File: src/logic/pstore_pkg.sv
/*
  Shared constants for the per-port parameter storage and indexed-service status block.
  Assumes a single 100 MHz core clock and a plain strobed register port.
*/
package pstore_pkg;
  localparam int NUM_PORTS = 4;
  localparam int NUM_STATUS = 3;
  // Storage setting encodings
  localparam logic [7:0] STORE_NONE = 8'h00;
  localparam logic [7:0] STORE_UP = 8'h81;
  localparam logic [7:0] STORE_DOWN = 8'h82;
  localparam logic [7:0] STORE_BOTH = 8'h83;
  localparam int STORE_UP_BIT = 0;
  localparam int STORE_DOWN_BIT = 1;
  // Validation type encodings
  localparam logic [7:0] VALID_NONE = 8'h00;
  localparam logic [7:0] VALID_IDENT = 8'h02;
  // Status record encodings
  localparam logic [7:0] REQ_WRITE = 8'h02;
  localparam logic [7:0] REQ_READ = 8'h03;
  localparam logic [7:0] RES_OK = 8'h00;
  localparam logic [7:0] RES_ERR = 8'h01;
  // Upload-flag request written by an operator to the device
  localparam logic [7:0] UPFLAG_VALUE = 8'h05;
  localparam logic [15:0] UPFLAG_INDEX = 16'h0002;
  localparam logic [7:0] REV_MIN = 8'h11;
  // Register map: offset = port*0x40 + field offset
  localparam logic [7:0] PORT_STRIDE = 8'h40;
  localparam logic [5:0] OFS_STORE = 6'h00;
  localparam logic [5:0] OFS_VALID = 6'h04;
  localparam logic [5:0] OFS_PSTAT = 6'h08;
  localparam logic [5:0] OFS_IDENT_VID = 6'h0c;
  localparam logic [5:0] OFS_IDENT_DID = 6'h10;
  localparam logic [5:0] OFS_STAT0 = 6'h14;
  localparam logic [7:0] OFS_IRQ_STAT = 8'hf0;
  localparam logic [7:0] OFS_IRQ_MASK = 8'hf4;
  localparam logic [7:0] RST_STORE = 8'h00;
  localparam logic [7:0] RST_VALID = 8'h00;
  localparam logic [31:0] RST_MASK = 32'h0000_0000;
endpackage : pstore_pkg

File: src/logic/pstore_ports.sv
/*
  Parameter-server decisions and indexed-service status records for every master port.
  Assumes a register master with one-cycle strobes and a port engine that reports device
  identity, upload flag, data mismatch and service results as same-clock signals.
*/
// Decided for this implementation: the address-and-strobe port and the register offsets.
// How it works
// Per-port storage byte selects up/down/both
// No-storage setting disables and erases record
// Upload on device flag or empty record
// Download when data differs, no flag
// Keep vendor/device id with uploaded record
// Validate identity at start-up; mismatch blocks
// Device must be revision 1.1 or later
// Operator sets upload flag via index 2
// Newest result enters first status record
// Record bytes: type, result, error, additional
// Single read returns stored record bytes
// Transfers run as acknowledged service exchanges
// Validation type none or identical check
// All state kept separately per port; the interrupt status and mask registers and o_irq are shared by all ports
`timescale 1ns/1ps
`default_nettype none
module pstore_ports
  import pstore_pkg::*;
#(
  parameter int PORTS = NUM_PORTS
) (
  input wire logic i_core_clk, // Core clock
  input wire logic i_rst, // Async reset, high
  input wire logic [7:0] i_addr, // Register byte address
  input wire logic [31:0] i_wdata, // Write data
  input wire logic i_wr, // Write strobe
  input wire logic i_rd, // Read strobe
  output logic [31:0] o_rdata, // Read data, cycle after strobe
  input wire logic [PORTS-1:0] i_dev_start, // Device start-up pulse per port
  input wire logic [PORTS*16-1:0] i_dev_vid, // Device vendor id
  input wire logic [PORTS*24-1:0] i_dev_did, // Device device id
  input wire logic [PORTS-1:0] i_dev_sn_ok, // Serial number matches setting
  input wire logic [PORTS*8-1:0] i_dev_rev, // Device protocol revision
  input wire logic [PORTS-1:0] i_dev_upflag, // Device upload flag level
  input wire logic [PORTS-1:0] i_data_diff, // Stored data differs from device
  input wire logic [PORTS-1:0] i_xfer_ack, // Service exchange acknowledged
  input wire logic [PORTS-1:0] i_isdu_done, // Service result pulse
  input wire logic [PORTS-1:0] i_isdu_write, // Result was a write
  input wire logic [PORTS-1:0] i_isdu_err, // Result was an error
  input wire logic [PORTS*16-1:0] i_isdu_code, // Error and additional code
  output logic [PORTS-1:0] o_up_req, // Start upload exchange
  output logic [PORTS-1:0] o_down_req, // Start download exchange
  output logic [PORTS-1:0] o_valid_fail, // Identity check failed
  output logic o_irq // Interrupt, level
);
  typedef enum logic [3:0] {
    S_IDLE = 4'b0001,
    S_UP = 4'b0010,
    S_DOWN = 4'b0100,
    S_BLOCK = 4'b1000
  } ps_state_t;

  logic [7:0] store_reg [PORTS];
  logic [7:0] valid_reg [PORTS];
  logic [15:0] vid_reg [PORTS];
  logic [23:0] did_reg [PORTS];
  logic [PORTS-1:0] have_reg;
  ps_state_t st_reg [PORTS];
  logic [31:0] irq_stat_reg;
  logic [31:0] irq_mask_reg;
  logic [31:0] rec_out [PORTS];
  logic [31:0] rdata_next;
  logic [PORTS*4-1:0] evt;
  logic [PORTS-1:0] fail_seen_reg;

  if (PORTS < 1 || PORTS > 4) begin : g_bad_ports
    $error("pstore_ports: PORTS must be 1..4 for this map");
  end

  function automatic logic hit(input logic [7:0] a, input int p, input logic [5:0] ofs);
    hit = (a == 8'((p * 64) + int'(ofs)));
  endfunction : hit

  function automatic logic storage_ok(input logic [7:0] rev);
    storage_ok = (rev >= REV_MIN);
  endfunction : storage_ok

  // Configuration registers
  always_ff @(posedge i_core_clk or posedge i_rst) begin
    if (i_rst) begin
      for (int p = 0; p < PORTS; p++) begin
        store_reg[p] <= RST_STORE;
        valid_reg[p] <= RST_VALID;
      end
    end else if (i_wr) begin
      for (int p = 0; p < PORTS; p++) begin
        if (hit(i_addr, p, OFS_STORE)) store_reg[p] <= i_wdata[7:0];
        if (hit(i_addr, p, OFS_VALID)) valid_reg[p] <= i_wdata[7:0];
      end
    end
  end

  // Parameter server per port
  always_ff @(posedge i_core_clk or posedge i_rst) begin
    if (i_rst) begin
      for (int p = 0; p < PORTS; p++) begin
        st_reg[p] <= S_IDLE;
        vid_reg[p] <= 16'h0000;
        did_reg[p] <= 24'h000000;
      end
      have_reg <= '0;
      o_up_req <= '0;
      o_down_req <= '0;
      o_valid_fail <= '0;
    end else begin
      for (int p = 0; p < PORTS; p++) begin
        logic up_en;
        logic dn_en;
        logic id_match;
        up_en = store_reg[p][7] && store_reg[p][STORE_UP_BIT];
        dn_en = store_reg[p][7] && store_reg[p][STORE_DOWN_BIT];
        // Stored identity is checked once a record exists; the configured check applies in either case
        id_match = (i_dev_vid[p*16 +: 16] == vid_reg[p]) &&
                   (i_dev_did[p*24 +: 24] == did_reg[p]);
        if (store_reg[p] == STORE_NONE) begin
          have_reg[p] <= 1'b0;
          vid_reg[p] <= 16'h0000;
          did_reg[p] <= 24'h000000;
          st_reg[p] <= S_IDLE;
          o_up_req[p] <= 1'b0;
          o_down_req[p] <= 1'b0;
          o_valid_fail[p] <= 1'b0;
        end else begin
          case (st_reg[p])
            S_IDLE: begin
              if (i_dev_start[p]) begin
                if (!storage_ok(i_dev_rev[p*8 +: 8])) begin
                  st_reg[p] <= S_IDLE;
                end else if ((have_reg[p] && !id_match) ||
                    (valid_reg[p] == VALID_IDENT && !i_dev_sn_ok[p])) begin
                  st_reg[p] <= S_BLOCK;
                  o_valid_fail[p] <= 1'b1;
                end else if (up_en && (i_dev_upflag[p] || !have_reg[p])) begin
                  st_reg[p] <= S_UP;
                  o_up_req[p] <= 1'b1;
                end else if (dn_en && have_reg[p] && i_data_diff[p] &&
                    !i_dev_upflag[p]) begin
                  st_reg[p] <= S_DOWN;
                  o_down_req[p] <= 1'b1;
                end
              end
            end
            S_UP: begin
              if (i_xfer_ack[p]) begin
                o_up_req[p] <= 1'b0;
                have_reg[p] <= 1'b1;
                vid_reg[p] <= i_dev_vid[p*16 +: 16];
                did_reg[p] <= i_dev_did[p*24 +: 24];
                st_reg[p] <= S_IDLE;
              end
            end
            S_DOWN: begin
              if (i_xfer_ack[p]) begin
                o_down_req[p] <= 1'b0;
                st_reg[p] <= S_IDLE;
              end
            end
            S_BLOCK: begin
              // Held until the record is erased by the no-storage setting
              o_valid_fail[p] <= 1'b1;
            end
            default: st_reg[p] <= S_IDLE;
          endcase
        end
      end
    end
  end

  // Status record rings, one per port
  for (genvar g = 0; g < PORTS; g++) begin : g_ring
    logic [1:0] sel;
    assign sel = 2'((int'(i_addr[5:0]) - int'(OFS_STAT0)) >> 2);
    status_ring u_ring (
      .i_core_clk(i_core_clk),
      .i_rst(i_rst),
      .i_done(i_isdu_done[g]),
      .i_rec({i_isdu_code[g*16+8 +: 8], i_isdu_code[g*16 +: 8],
              (i_isdu_err[g] ? RES_ERR : RES_OK),
              (i_isdu_write[g] ? REQ_WRITE : REQ_READ)}),
      .i_sel(sel),
      .o_rec(rec_out[g])
    );
    assign evt[g*4 +: 4] = {i_isdu_done[g] && i_isdu_err[g], i_isdu_done[g],
                            o_valid_fail[g] && !fail_seen_reg[g],
                            i_xfer_ack[g] && (st_reg[g] == S_UP || st_reg[g] == S_DOWN)};
  end

  // Validation-fail event fires once per block entry, not on every held cycle
  always_ff @(posedge i_core_clk or posedge i_rst) begin
    if (i_rst) fail_seen_reg <= '0;
    else fail_seen_reg <= o_valid_fail;
  end

  // Interrupt status: set wins over write-one-to-clear
  always_ff @(posedge i_core_clk or posedge i_rst) begin
    if (i_rst) begin
      irq_stat_reg <= 32'h0000_0000;
      irq_mask_reg <= RST_MASK;
      o_irq <= 1'b0;
    end else begin
      logic [31:0] clr;
      clr = (i_wr && i_addr == OFS_IRQ_STAT) ? i_wdata : 32'h0000_0000;
      irq_stat_reg <= (irq_stat_reg & ~clr) | 32'(evt);
      if (i_wr && i_addr == OFS_IRQ_MASK) irq_mask_reg <= i_wdata;
      o_irq <= |(irq_stat_reg & irq_mask_reg);
    end
  end

  always_comb begin
    rdata_next = 32'h0000_0000;
    if (i_addr == OFS_IRQ_STAT) rdata_next = irq_stat_reg;
    if (i_addr == OFS_IRQ_MASK) rdata_next = irq_mask_reg;
    for (int p = 0; p < PORTS; p++) begin
      if (hit(i_addr, p, OFS_STORE)) rdata_next = {24'h0, store_reg[p]};
      if (hit(i_addr, p, OFS_VALID)) rdata_next = {24'h0, valid_reg[p]};
      if (hit(i_addr, p, OFS_PSTAT)) rdata_next = {27'h0, have_reg[p], 4'(st_reg[p])};
      if (hit(i_addr, p, OFS_IDENT_VID)) rdata_next = {16'h0, vid_reg[p]};
      if (hit(i_addr, p, OFS_IDENT_DID)) rdata_next = {8'h0, did_reg[p]};
      for (int k = 0; k < NUM_STATUS; k++) begin
        if (hit(i_addr, p, 6'(int'(OFS_STAT0) + 4 * k))) rdata_next = rec_out[p];
      end
    end
  end

  always_ff @(posedge i_core_clk or posedge i_rst) begin
    if (i_rst) o_rdata <= 32'h0000_0000;
    else if (i_rd) o_rdata <= rdata_next;
    else o_rdata <= 32'h0000_0000;
  end

  property p_none_erases;
    @(posedge i_core_clk) disable iff (i_rst)
      (store_reg[0] == STORE_NONE) |=> !have_reg[0] && !o_up_req[0];
  endproperty
  a_none_erases: assert property (p_none_erases) else $error("record kept under no storage");

  property p_upload_start;
    @(posedge i_core_clk) disable iff (i_rst)
      (st_reg[0] == S_IDLE && store_reg[0] == STORE_UP && i_dev_start[0] &&
       storage_ok(i_dev_rev[7:0]) && !have_reg[0] && valid_reg[0] == VALID_NONE)
      |=> o_up_req[0];
  endproperty
  a_upload_start: assert property (p_upload_start) else $error("upload not started");

  property p_down_needs_noflag;
    @(posedge i_core_clk) disable iff (i_rst)
      $rose(o_down_req[0]) |-> !$past(i_dev_upflag[0]) && $past(i_data_diff[0]);
  endproperty
  a_down_needs_noflag: assert property (p_down_needs_noflag) else $error("bad download");

  property p_id_kept;
    @(posedge i_core_clk) disable iff (i_rst)
      (st_reg[0] == S_UP && i_xfer_ack[0] && store_reg[0] != STORE_NONE)
      |=> vid_reg[0] == $past(i_dev_vid[15:0]) && have_reg[0];
  endproperty
  a_id_kept: assert property (p_id_kept) else $error("identity not kept");

  property p_mismatch_blocks;
    @(posedge i_core_clk) disable iff (i_rst)
      o_valid_fail[0] && store_reg[0] != STORE_NONE |-> !o_up_req[0] && !o_down_req[0];
  endproperty
  a_mismatch_blocks: assert property (p_mismatch_blocks) else $error("blocked port moved");

  property p_old_rev;
    @(posedge i_core_clk) disable iff (i_rst)
      (i_dev_start[0] && st_reg[0] == S_IDLE && !storage_ok(i_dev_rev[7:0]))
      |=> !$rose(o_up_req[0]) && !$rose(o_down_req[0]);
  endproperty
  a_old_rev: assert property (p_old_rev) else $error("old device served");

  property p_read_data;
    @(posedge i_core_clk) disable iff (i_rst)
      !i_rd |=> o_rdata == 32'h0000_0000;
  endproperty
  a_read_data: assert property (p_read_data) else $error("read data wrong");

  property p_irq;
    @(posedge i_core_clk) disable iff (i_rst)
      (irq_stat_reg & irq_mask_reg) != 32'h0000_0000 |=> o_irq;
  endproperty
  a_irq: assert property (p_irq) else $error("irq level wrong");

  property p_result_flag;
    @(posedge i_core_clk) disable iff (i_rst)
      i_isdu_done[PORTS-1] |=> irq_stat_reg[4 * PORTS - 2];
  endproperty
  a_result_flag: assert property (p_result_flag) else $error("result flag lost");

  property p_port_isolated;
    @(posedge i_core_clk) disable iff (i_rst)
      !i_dev_start[0] && !i_xfer_ack[0] && $stable(store_reg[0]) |=> $stable(st_reg[0]);
  endproperty
  a_port_isolated: assert property (p_port_isolated) else $error("port state moved");

  c_upload: cover property (@(posedge i_core_clk) $fell(o_up_req[0]));
  c_download: cover property (@(posedge i_core_clk) $fell(o_down_req[0]));
  c_block: cover property (@(posedge i_core_clk) $rose(o_valid_fail[0]));
  c_result: cover property (@(posedge i_core_clk) i_isdu_done[PORTS-1] && i_isdu_err[PORTS-1]);
endmodule : pstore_ports
`default_nettype wire

File: src/logic/status_ring.sv
/*
  Per-port ring of indexed-service result records, newest first.
  Assumes results arrive as one-cycle pulses on the core clock.
*/
`timescale 1ns/1ps
`default_nettype none
module status_ring
  import pstore_pkg::*;
#(
  parameter int DEPTH = NUM_STATUS
) (
  input wire logic i_core_clk, // Core clock
  input wire logic i_rst, // Async reset, high
  input wire logic i_done, // Result pulse
  input wire logic [31:0] i_rec, // New record, byte 0 in bits 7:0
  input wire logic [1:0] i_sel, // Record to read
  output logic [31:0] o_rec // Selected record
);
  logic [31:0] rec_reg [DEPTH];

  if (DEPTH < 1 || DEPTH > 4) begin : g_bad_depth
    $error("status_ring: DEPTH must be 1..4");
  end

  always_ff @(posedge i_core_clk or posedge i_rst) begin
    if (i_rst) begin
      for (int i = 0; i < DEPTH; i++) rec_reg[i] <= 32'h0000_0000;
    end else if (i_done) begin
      rec_reg[0] <= i_rec;
      for (int i = 1; i < DEPTH; i++) rec_reg[i] <= rec_reg[i-1];
    end
  end

  always_comb begin
    o_rec = 32'h0000_0000;
    if (32'(i_sel) < DEPTH) o_rec = rec_reg[i_sel];
  end
endmodule : status_ring
`default_nettype wire

File: config.mk
export PLATFORM = sky130hd
export DESIGN_NAME = pstore_ports
export DESIGN_NICKNAME = d
export VERILOG_FILES = /design/src/logic/pstore_pkg.sv /design/src/logic/pstore_ports.sv /design/src/logic/status_ring.sv
export SDC_FILE = /design/constraint.sdc
export NUM_CORES = 1
export LEC_CHECK = 0
export ABC_AREA = 1
export BUFFER_PORTS_ARGS = -buffer_cell sky130_fd_sc_hd__buf_2
export CAP_MARGIN = 40
export CORE_ASPECT_RATIO = 0.6
export CORE_UTILIZATION = 59
export DETAILED_ROUTE_END_ITERATION = 16
export PLACE_DENSITY = 0.77
export REMOVE_ABC_BUFFERS = 1
export SYNTH_ARGS = -nofsm -noshare
export SYNTH_HDL_FRONTEND = slang
export SYNTH_SLANG_ARGS = --single-unit
File: constraint.sdc
create_clock -name i_core_clk -period 25.1 [get_ports i_core_clk]
set_clock_uncertainty 0.1 [all_clocks]
set_input_delay 2.51 -clock i_core_clk [delete_from_list [all_inputs] [get_ports i_core_clk]]
set_output_delay 2.51 -clock i_core_clk [all_outputs]
set_load 0.02 [all_outputs]
# Yosys cells after proc, flatten, opt, wreduce, memory -nomap -nowiden
# Cells that the tools add are included.
# classes
n_bitwise,5
n_mux,204
mul,0
eq_ne,109
order_cmp,6
n_reduce_logical,140
n_shift,0
addsub,1
n_div,0
# ops
cell,count
$mux 32,48
$mux 24,12
$bmux 32 s2,4
$mux 16,12
$eq 8x8->1 const B,18
$mux 4,28
$ne 3x3->1 const B,36
$eq 24x24->1,4
$mux 1,84
$and 32x32->32,2
$eq 16x16->1,4
$eq 8x7->1 const B,8
$logic_and 1x1->1,50
$pmux 4 s3,4
$logic_not 8->1,5
$reduce_bool 3->1,12
$eq 8x2->1 const B,4
$eq 8x5->1 const B,4
$ge 8x5->1 const B,4
$not 32->32,1
$or 32x16->32,1
$reduce_and 4->1,8
$reduce_or 32->1,1
$reduce_and 7->1,4
other kinds (20),107
# word_totals
mem_bits_ro,0
reg_bits,741
mem_bits_rw,0
out_inout_bits,45
latch_bits,0
memories,0

# Longest topological paths before layout
# Gate-level depths: netlist of the first run.
# depth
ltp_word,36
ltp_mapped,30
mapped_depth_nobuf,28

# Hierarchy
# A second synthesis of the first run with hierarchy kept.
# unflattened
cells_unflattened,4978
hier_area_um2,38187.9
# modules_own_cells
mod,cells_each,n_inst,area_each_um2
pstore_ports,2778,1,20626.0
status_ring,550,4,4390.5

# Least setup slack after synthesis of the first run
# No wires, ideal clock.
# synth_path
path_type,input-to-reg
from,input port i_addr[2]
to,register o_rdata[28]
path_slack_ps,19869
path_stages,16
arrival_time_ps,5017
cell_sequence,clkbuf_1 -> inv_1 -> clkbuf_1 -> ha_1 -> clkbuf_1 -> inv_1 -> clkbuf_1 -> clkbuf_1 -> clkbuf_1 -> a21oi_1 -> o21ai_0 -> o21ai_0 -> a21oi_1 -> o211ai_1 -> nand2_1 -> inv_1
# synth_via
elab_chain_len,36
elab_cells_between_ends,88
cone_classes,1 x add/sub; 1 x order compare; 33 x eq/ne; 51 x mux; 1 x bitwise; 1 x reduce/logical
# synth_lines
item,line_no,source
from (decl),pstore_ports.sv:31,"input wire logic [7:0] i_addr,"
$eq 8x8->1,pstore_ports.sv:218,if (i_addr == OFS_IRQ_STAT) rdata_next = irq_stat_reg;
$mux 32,pstore_ports.sv:218,
$mux 32,pstore_ports.sv:219,if (i_addr == OFS_IRQ_MASK) rdata_next = irq_mask_reg;
$mux 32,pstore_ports.sv:221,"if (hit(i_addr, p, OFS_STORE)) rdata_next = {24'h0, store_reg[p]};"
$mux 32,pstore_ports.sv:222,"if (hit(i_addr, p, OFS_VALID)) rdata_next = {24'h0, valid_reg[p]};"
$mux 32,pstore_ports.sv:223,"if (hit(i_addr, p, OFS_PSTAT)) rdata_next = {27'h0, have_reg[p], 4'(st_reg[p])};"
$mux 32,pstore_ports.sv:224,"if (hit(i_addr, p, OFS_IDENT_VID)) rdata_next = {16'h0, vid_reg[p]};"
$mux 32,pstore_ports.sv:225,"if (hit(i_addr, p, OFS_IDENT_DID)) rdata_next = {8'h0, did_reg[p]};"
(+19 left out),--,
$mux 32,pstore_ports.sv:221,
$mux 32,pstore_ports.sv:222,
$mux 32,pstore_ports.sv:223,
$mux 32,pstore_ports.sv:224,
$mux 32,pstore_ports.sv:225,
$mux 32 (2 in series),pstore_ports.sv:227,"if (hit(i_addr, p, 6'(int'(OFS_STAT0) + 4 * k))) rdata_next = rec_out[p];"
$mux 32 (*),pstore_ports.sv:227,
$mux 32 (*),pstore_ports.sv:234,else if (i_rd) o_rdata <= rdata_next;
to (signal assigned),pstore_ports.sv:234,
to (decl),pstore_ports.sv:35,"output logic [31:0] o_rdata,"
# Mark *: on every way between the ends. The rest lies on a longest branch, timed or not. The select of a mux whose other input is x is not followed.
# A chain may end at the register's enable or synchronous reset.

# Final worst setup path of the first run
# layout_path
from,input port i_addr[2]
to,register o_rdata[2]
# The elaborated chain is that of the path after synthesis.

==> results of run 1 <==
## routing by layer
layer | routed length [um] | share of wire, % | vias to the layer above | global-route usage [%]
met1 | 43400 | 44 | 13533 | 57.79
li1 | - | - | 13333 | -
met3 | 11130 | 11 | 218 | 9.129
met2 | 40560 | 41 | 1570 | 53.88
met4 | 3490 | 3.5 | 0 | 13.02
met5 | 0 | 0 | - | 0
## cell type report
cell class	count	area share (%)
clock inverters	25	0.9713
inverters	613	6.701
flip-flops and latches	585	42.42
clock buffers	75	4.462
multi-input cells	2484	35.88
repair buffers	426	7.013
well taps	682	2.472
diodes	11	0.07974
## kinds of logic after synthesis
kind of cell | synth area share [%]
adders and majority gates | 0.2084
buffers and inverters | 10.10
and+or+nand+nor | 17.44
AOI/OAI and AO/OA | 20.93
DFF | 48.79
xor gates and xnor gates | 2.539
## cells in the mapped netlist, drive strengths merged (29+ instances only)
library cell,number,share of area (%)
nand2,854,11
o21ai,671,11
inv,607,7.6
dfrtp,581,48
a21oi,235,4.0
clkbuf,157,2.0
nand3,138,2.3
nor2,132,1.8
o22ai,93,1.9
nand4,55,1.1
xnor2,45,1.3
xor2,42,1.2
nor3,34,0.57
o211ai,34,0.85
nor4,29,0.65
## critical path, cell delays in order
cell and delay (ns):
buf_4 0.21, inv_1 0.36, ha_1 0.39, inv_1 0.08, nor2_2 0.07, inv_2 0.13
nor2_1 0.17, nor2_1 0.47, inv_1 0.39, nor2_1 0.24, inv_1 0.15, nor2_1 0.74
o21ai_0 0.28, a21oi_2 0.17
## stage by stage
step                util, %  std cells  total power [uW]
finish                69.30       4901              2635
global route          69.30       4901              2757
CTS                   69.24       4890              2625
detailed placement    65.48       4790              1748
global placement      65.00       4778              1734
floorplan                 -       3682              1520
## final timing paths
| kind | startpoint | end | slack [ns] | cells after the start |
|---|---|---|---|---|
| worst min-delay path | o_valid_fail[1] | fail_seen_reg[1] | 0.31 | 0 |
| worst max-delay path | i_addr[2] | o_rdata[2] | 19.15 | 14 |
| max in group asynchronous | i_rst | st_reg[4] | 20.83 | 7 |
| worst min register to register | o_valid_fail[1] | fail_seen_reg[1] | 0.31 | 0 |
| min in group asynchronous | i_rst | did_reg[90] | 1.71 | 2 |
| worst max register to register | store_reg[2] | did_reg[21] | 21.93 | 9 |
## power breakdown
group          switching (uW)  internal [uW]  total, uW
combinational             384            180        564
sequential                110           1080       1190
clock                     378            502        881
total                     873           1760       2630
==> impl_metrics.tcl, run 1 <==
set metrics [dict create \
    num-fill-cells 4211 \
    tritoncts "done" \
    core_mm2 0.04982 \
    path_class "in -> reg" \
    p_leak_uw 0.01684 \
    cp-end-kind "flip-flop" \
    drive_gt1_share_pct 13.45 \
    clockBufferDepth 3 \
    design_area_mm2 0.03452 \
    cellPowerDensity_mw_per_mm2 76.32 \
    worstHoldPathType "reg -> reg" \
    hpwlAfterDp_mm 72.37 \
    setup_tns_ns 0 \
    detail_route.wl_per_cell_um 20.11 \
    final_hold_viol_count 0 \
    maxCapViolCount 0 \
    whs_ns 0.3115 \
    setup.worst_path.start_class "input port" \
    core.rowCount 63 \
    setup_viol 0 \
    clk_pin_slew_ns 0.06 \
    ant_nets 0 \
    ys_ff_latch 585 \
    synth_area_mm2 0.03002 \
    layout_common_cells "848 x nand2_1, 663 x o21ai_0, 599 x inv_1" \
    regArea_mm2 0.01464 \
    cts_hold_buffers 0 \
    syn_area_per_cell_um2 7.768 \
    htree_levels 2 \
    grt_pass1_vias 26335 \
    syn_inst 3864 \
    place.gp.congestion 1.068 \
    max_freq_mhz 168.0 \
    worstPathArrival_ns 6.39 \
    setup_slack_ns 19.15 \
    min_period_over_period_pct 23.71 \
    dp_slack_ns 18.70 \
    grt_pass1_wl_mm 152.8 \
    cts_made_buffers 54 \
    ys.flop_type "dfrtp_1" \
    slew_headroom_pct 28.63 \
    critPathMaxFanout 15 \
    grt_antenna_before_repair 12 \
    synthArstFlopShare_pct 100.0 \
    via_per_inst 5.847 \
    grt_max_degree 161 \
    num_vias 28654 \
    tightest_slew_ns 1.061 \
    num_io_pins 377 \
    status "completed" \
    largest_reg_flops 228 \
    post-route-min-period_ns 5.952 \
    numPortBuffers 376 \
    place_area_mm2 0.03262 \
    routed_wl_mm 98.58 \
    syn_to_final_growth_pct 15.02 \
    dieArea_mm2 0.05181 \
    multiInputGateArea_mm2 0.01239 \
    finalNetCount 4501 \
    cts.sinks 585 \
    final_common_cell "nand2_1" \
    required_ns 25.54 \
    ys_seq_area_share_pct 48.79 \
    die_x_um 293.2 \
    synth_edf_count 0 \
    drc 0 \
    first_iter_violations 3603 \
    ir_drop_uv 58.55 \
    yosys_warnings 0 \
    grtUsageTotal_pct 38.29 \
    cts_resized 0 \
    report.final.slew_viol_count 0 \
    clock_latency_ns 0.62 \
    postCtsSetupRepairBufs 0 \
    yosysUniqueCellTypes 52 \
    cts_root_buf "clkbuf_16" \
    rsz0062_at_grt "false" \
    drt_pass1_iterations 7 \
    die_height_um 176.7 \
    start_util_pct 60.25 \
    gr-total-overflow 0 \
]
Note: power is estimated with default switching activity, not from simulation.
==> run 2, diff against run 1 <==
==> constraint.sdc (replaced) <==
create_clock -name i_core_clk -period 6.15 [get_ports i_core_clk]
set_clock_uncertainty 0.1 [all_clocks]
set_input_delay 0.615 -clock i_core_clk [delete_from_list [all_inputs] [get_ports i_core_clk]]
set_output_delay 0.615 -clock i_core_clk [all_outputs]
set_load 0.02 [all_outputs]
==> impl_metrics.tcl, run 2 (same netlist as run 1, synthesis figures left out) <==
set metrics [dict create \
    place.gp.congestion 1.010 \
    finalNetCount 4496 \
    dieArea_mm2 0.05181 \
    r2r-start "store_reg[2]" \
    num-fill-cells 4278 \
    drive_gt1_share_pct 13.28 \
    die_height_um 176.7 \
    routed-wl-met3_mm 11.62 \
    status "finished, violations left" \
    wl_met1_mm 43.39 \
    switching_power_uw 3578 \
    path_buf_inv 6 \
    layout_common_cells "848 x nand2_1, 663 x o21ai_0, 599 x inv_1" \
    drt_pass1_iterations 7 \
    required_ns 6.57 \
    worstHoldPathType "in -> async" \
    htree_levels 2 \
    largest_reg_flops 228 \
    topRoutingLayerUsed "met4" \
    setup_viol 0 \
    grt_antenna_before_repair 4 \
    cts_root_buf "clkbuf_16" \
    slew_headroom_pct 25.42 \
    r2r-end "did_reg[1]" \
    place_area_mm2 0.03252 \
    cts_hold_buffers 0 \
    die_x_um 293.2 \
    final_hold_viol_count 4 \
    worstPathArrival_ns 4.46 \
    core_mm2 0.04982 \
    cts.sinks 585 \
    core.rowCount 63 \
    first_iter_violations 3427 \
    cts_made_buffers 53 \
    setup.worst_path.start_class "input port" \
    grt_pass1_wl_mm 151.0 \
    cts_resized 0 \
    routed_wl_mm 98.70 \
    grt_max_degree 138 \
    cp-end-kind "flip-flop" \
    swShare_pct 33.65 \
    cpLargestDelayFamily "buffers and inverters" \
    whs_ns -0.02697 \
    maxCapViolCount 0 \
    cpMaxStageDelayCell "nor2_1" \
    max_freq_mhz 247.5 \
    combinationalPowerShare_pct 21.7 \
    critPathMaxFanout 18 \
    final_common_cell "nand2_1" \
    intPower_uw 7054 \
    detail_route.wl_per_cell_um 20.20 \
    failed_checks "hold timing" \
    syn_to_final_growth_pct 14.37 \
    p_clk_share_pct 32.6 \
    grtUsageTotal_pct 38.03 \
    seq_power_share_pct 45.7 \
    start_util_pct 60.25 \
    post-route-min-period_ns 4.041 \
    num_io_pins 377 \
    numPortBuffers 376 \
    grt_pass1_vias 25833 \
    report.final.slew_viol_count 0 \
    num_vias 28655 \
    via_per_inst 5.864 \
    p_leak_uw 0.01674 \
    min_period_over_period_pct 65.70 \
    tritoncts "done" \
    clock_latency_ns 0.61 \
    crit_cells 17 \
    gr-total-overflow 0 \
    ant_nets 0 \
    design_area_mm2 0.03433 \
    tightest_slew_ns 1.108 \
    clk_pin_slew_ns 0.07 \
    utilization_pct 68.91 \
    path_class "in -> reg" \
    slowest_delay_ns 0.64 \
    drc 0 \
    setup.worst_path.start "i_addr[2]" \
    hpwlAfterDp_mm 72.86 \
    met2_wirelength_mm 40.67 \
    cp_cell_sequence "buf_4 > inv_1 > ha_1 > inv_1 > nor2_2 > nor2_4 > nor2_1 > inv_1 > nand2_1 > clkinv_1 > nor2_1 > inv_1 > o21ai_0 > o21ai_0 > o21ai_0 > o21ai_0 > a21oi_1" \
    cellPowerDensity_mw_per_mm2 309.7 \
    r2r_slack_ns 3.01 \
    setup_tns_ns 0 \
    ir_drop_uv 217.6 \
    postCtsSetupRepairBufs 0 \
    rr_worst_depth 9 \
    clockBufferDepth 3 \
    rsz0062_at_grt "false" \
]
-- run 2: power by group through the flow --
stage	Combinational (uW)	Sequential (uW)	Clock [uW]
3_3_place_gp	2220	4890	0
4_1_cts	2270	4840	3480
2_1_floorplan	1410	4800	0
6_report	2310	4860	3470
5_1_grt	2580	4900	3620
3_5_place_dp	2250	4890	0
-- run 2: metal layers --
metal	vias to the layer above	global-route usage (%)
met2	1613	52.90
li1	13310	-
met4	0	10.89
met3	196	9.782
met5	-	0
met1	13536	58.20
-- run 2: through the flow --
| step | instances | total power [uW] | setup WS [ns] |
|---|---|---|---|
| 2_1_floorplan | 3682 | 6203 | -10.93 |
| 3_3_place_gp | 4778 | 7108 | 1.660 |
| 3_5_place_dp | 4785 | 7147 | 1.711 |
| 4_1_cts | 4882 | 10590 | 2.283 |
| 5_1_grt | 4887 | 11100 | 1.902 |
| 6_report | 4887 | 10630 | 2.109 |
-- run 2: cell type report --
| type | instances | area (um^2) | area share, % |
|---|---|---|---|
| multi-input combinational | 2484 | 12390 | 36.08 |
| sequential | 585 | 14640 | 42.66 |
| timing repair buffer | 422 | 2336 | 6.805 |
| antenna | 4 | 10.01 | 0.02916 |
| clock buffer | 76 | 1544 | 4.498 |
| tap | 682 | 853.3 | 2.486 |
| clock inverter | 21 | 241.5 | 0.7035 |
| inverter | 613 | 2313 | 6.739 |
-- run 2: worst reg2reg max path, delay by kind of cell, from the launching register on --
family,cells,cell delay (ns)
buf+inv,3,1.03
flops,1,0.39
compound gates,2,0.39
simple gates,4,1.14
-- run 2: worst max-delay path by stage --
stage	to	slack (ns)
after floorplan	did_reg[0]	-10.93
after global placement	o_rdata[1]	1.66
after detailed placement	o_rdata[16]	1.71
after CTS	o_rdata[16]	2.28
after global routing	o_rdata[15]	1.90
final	o_rdata[16]	2.11
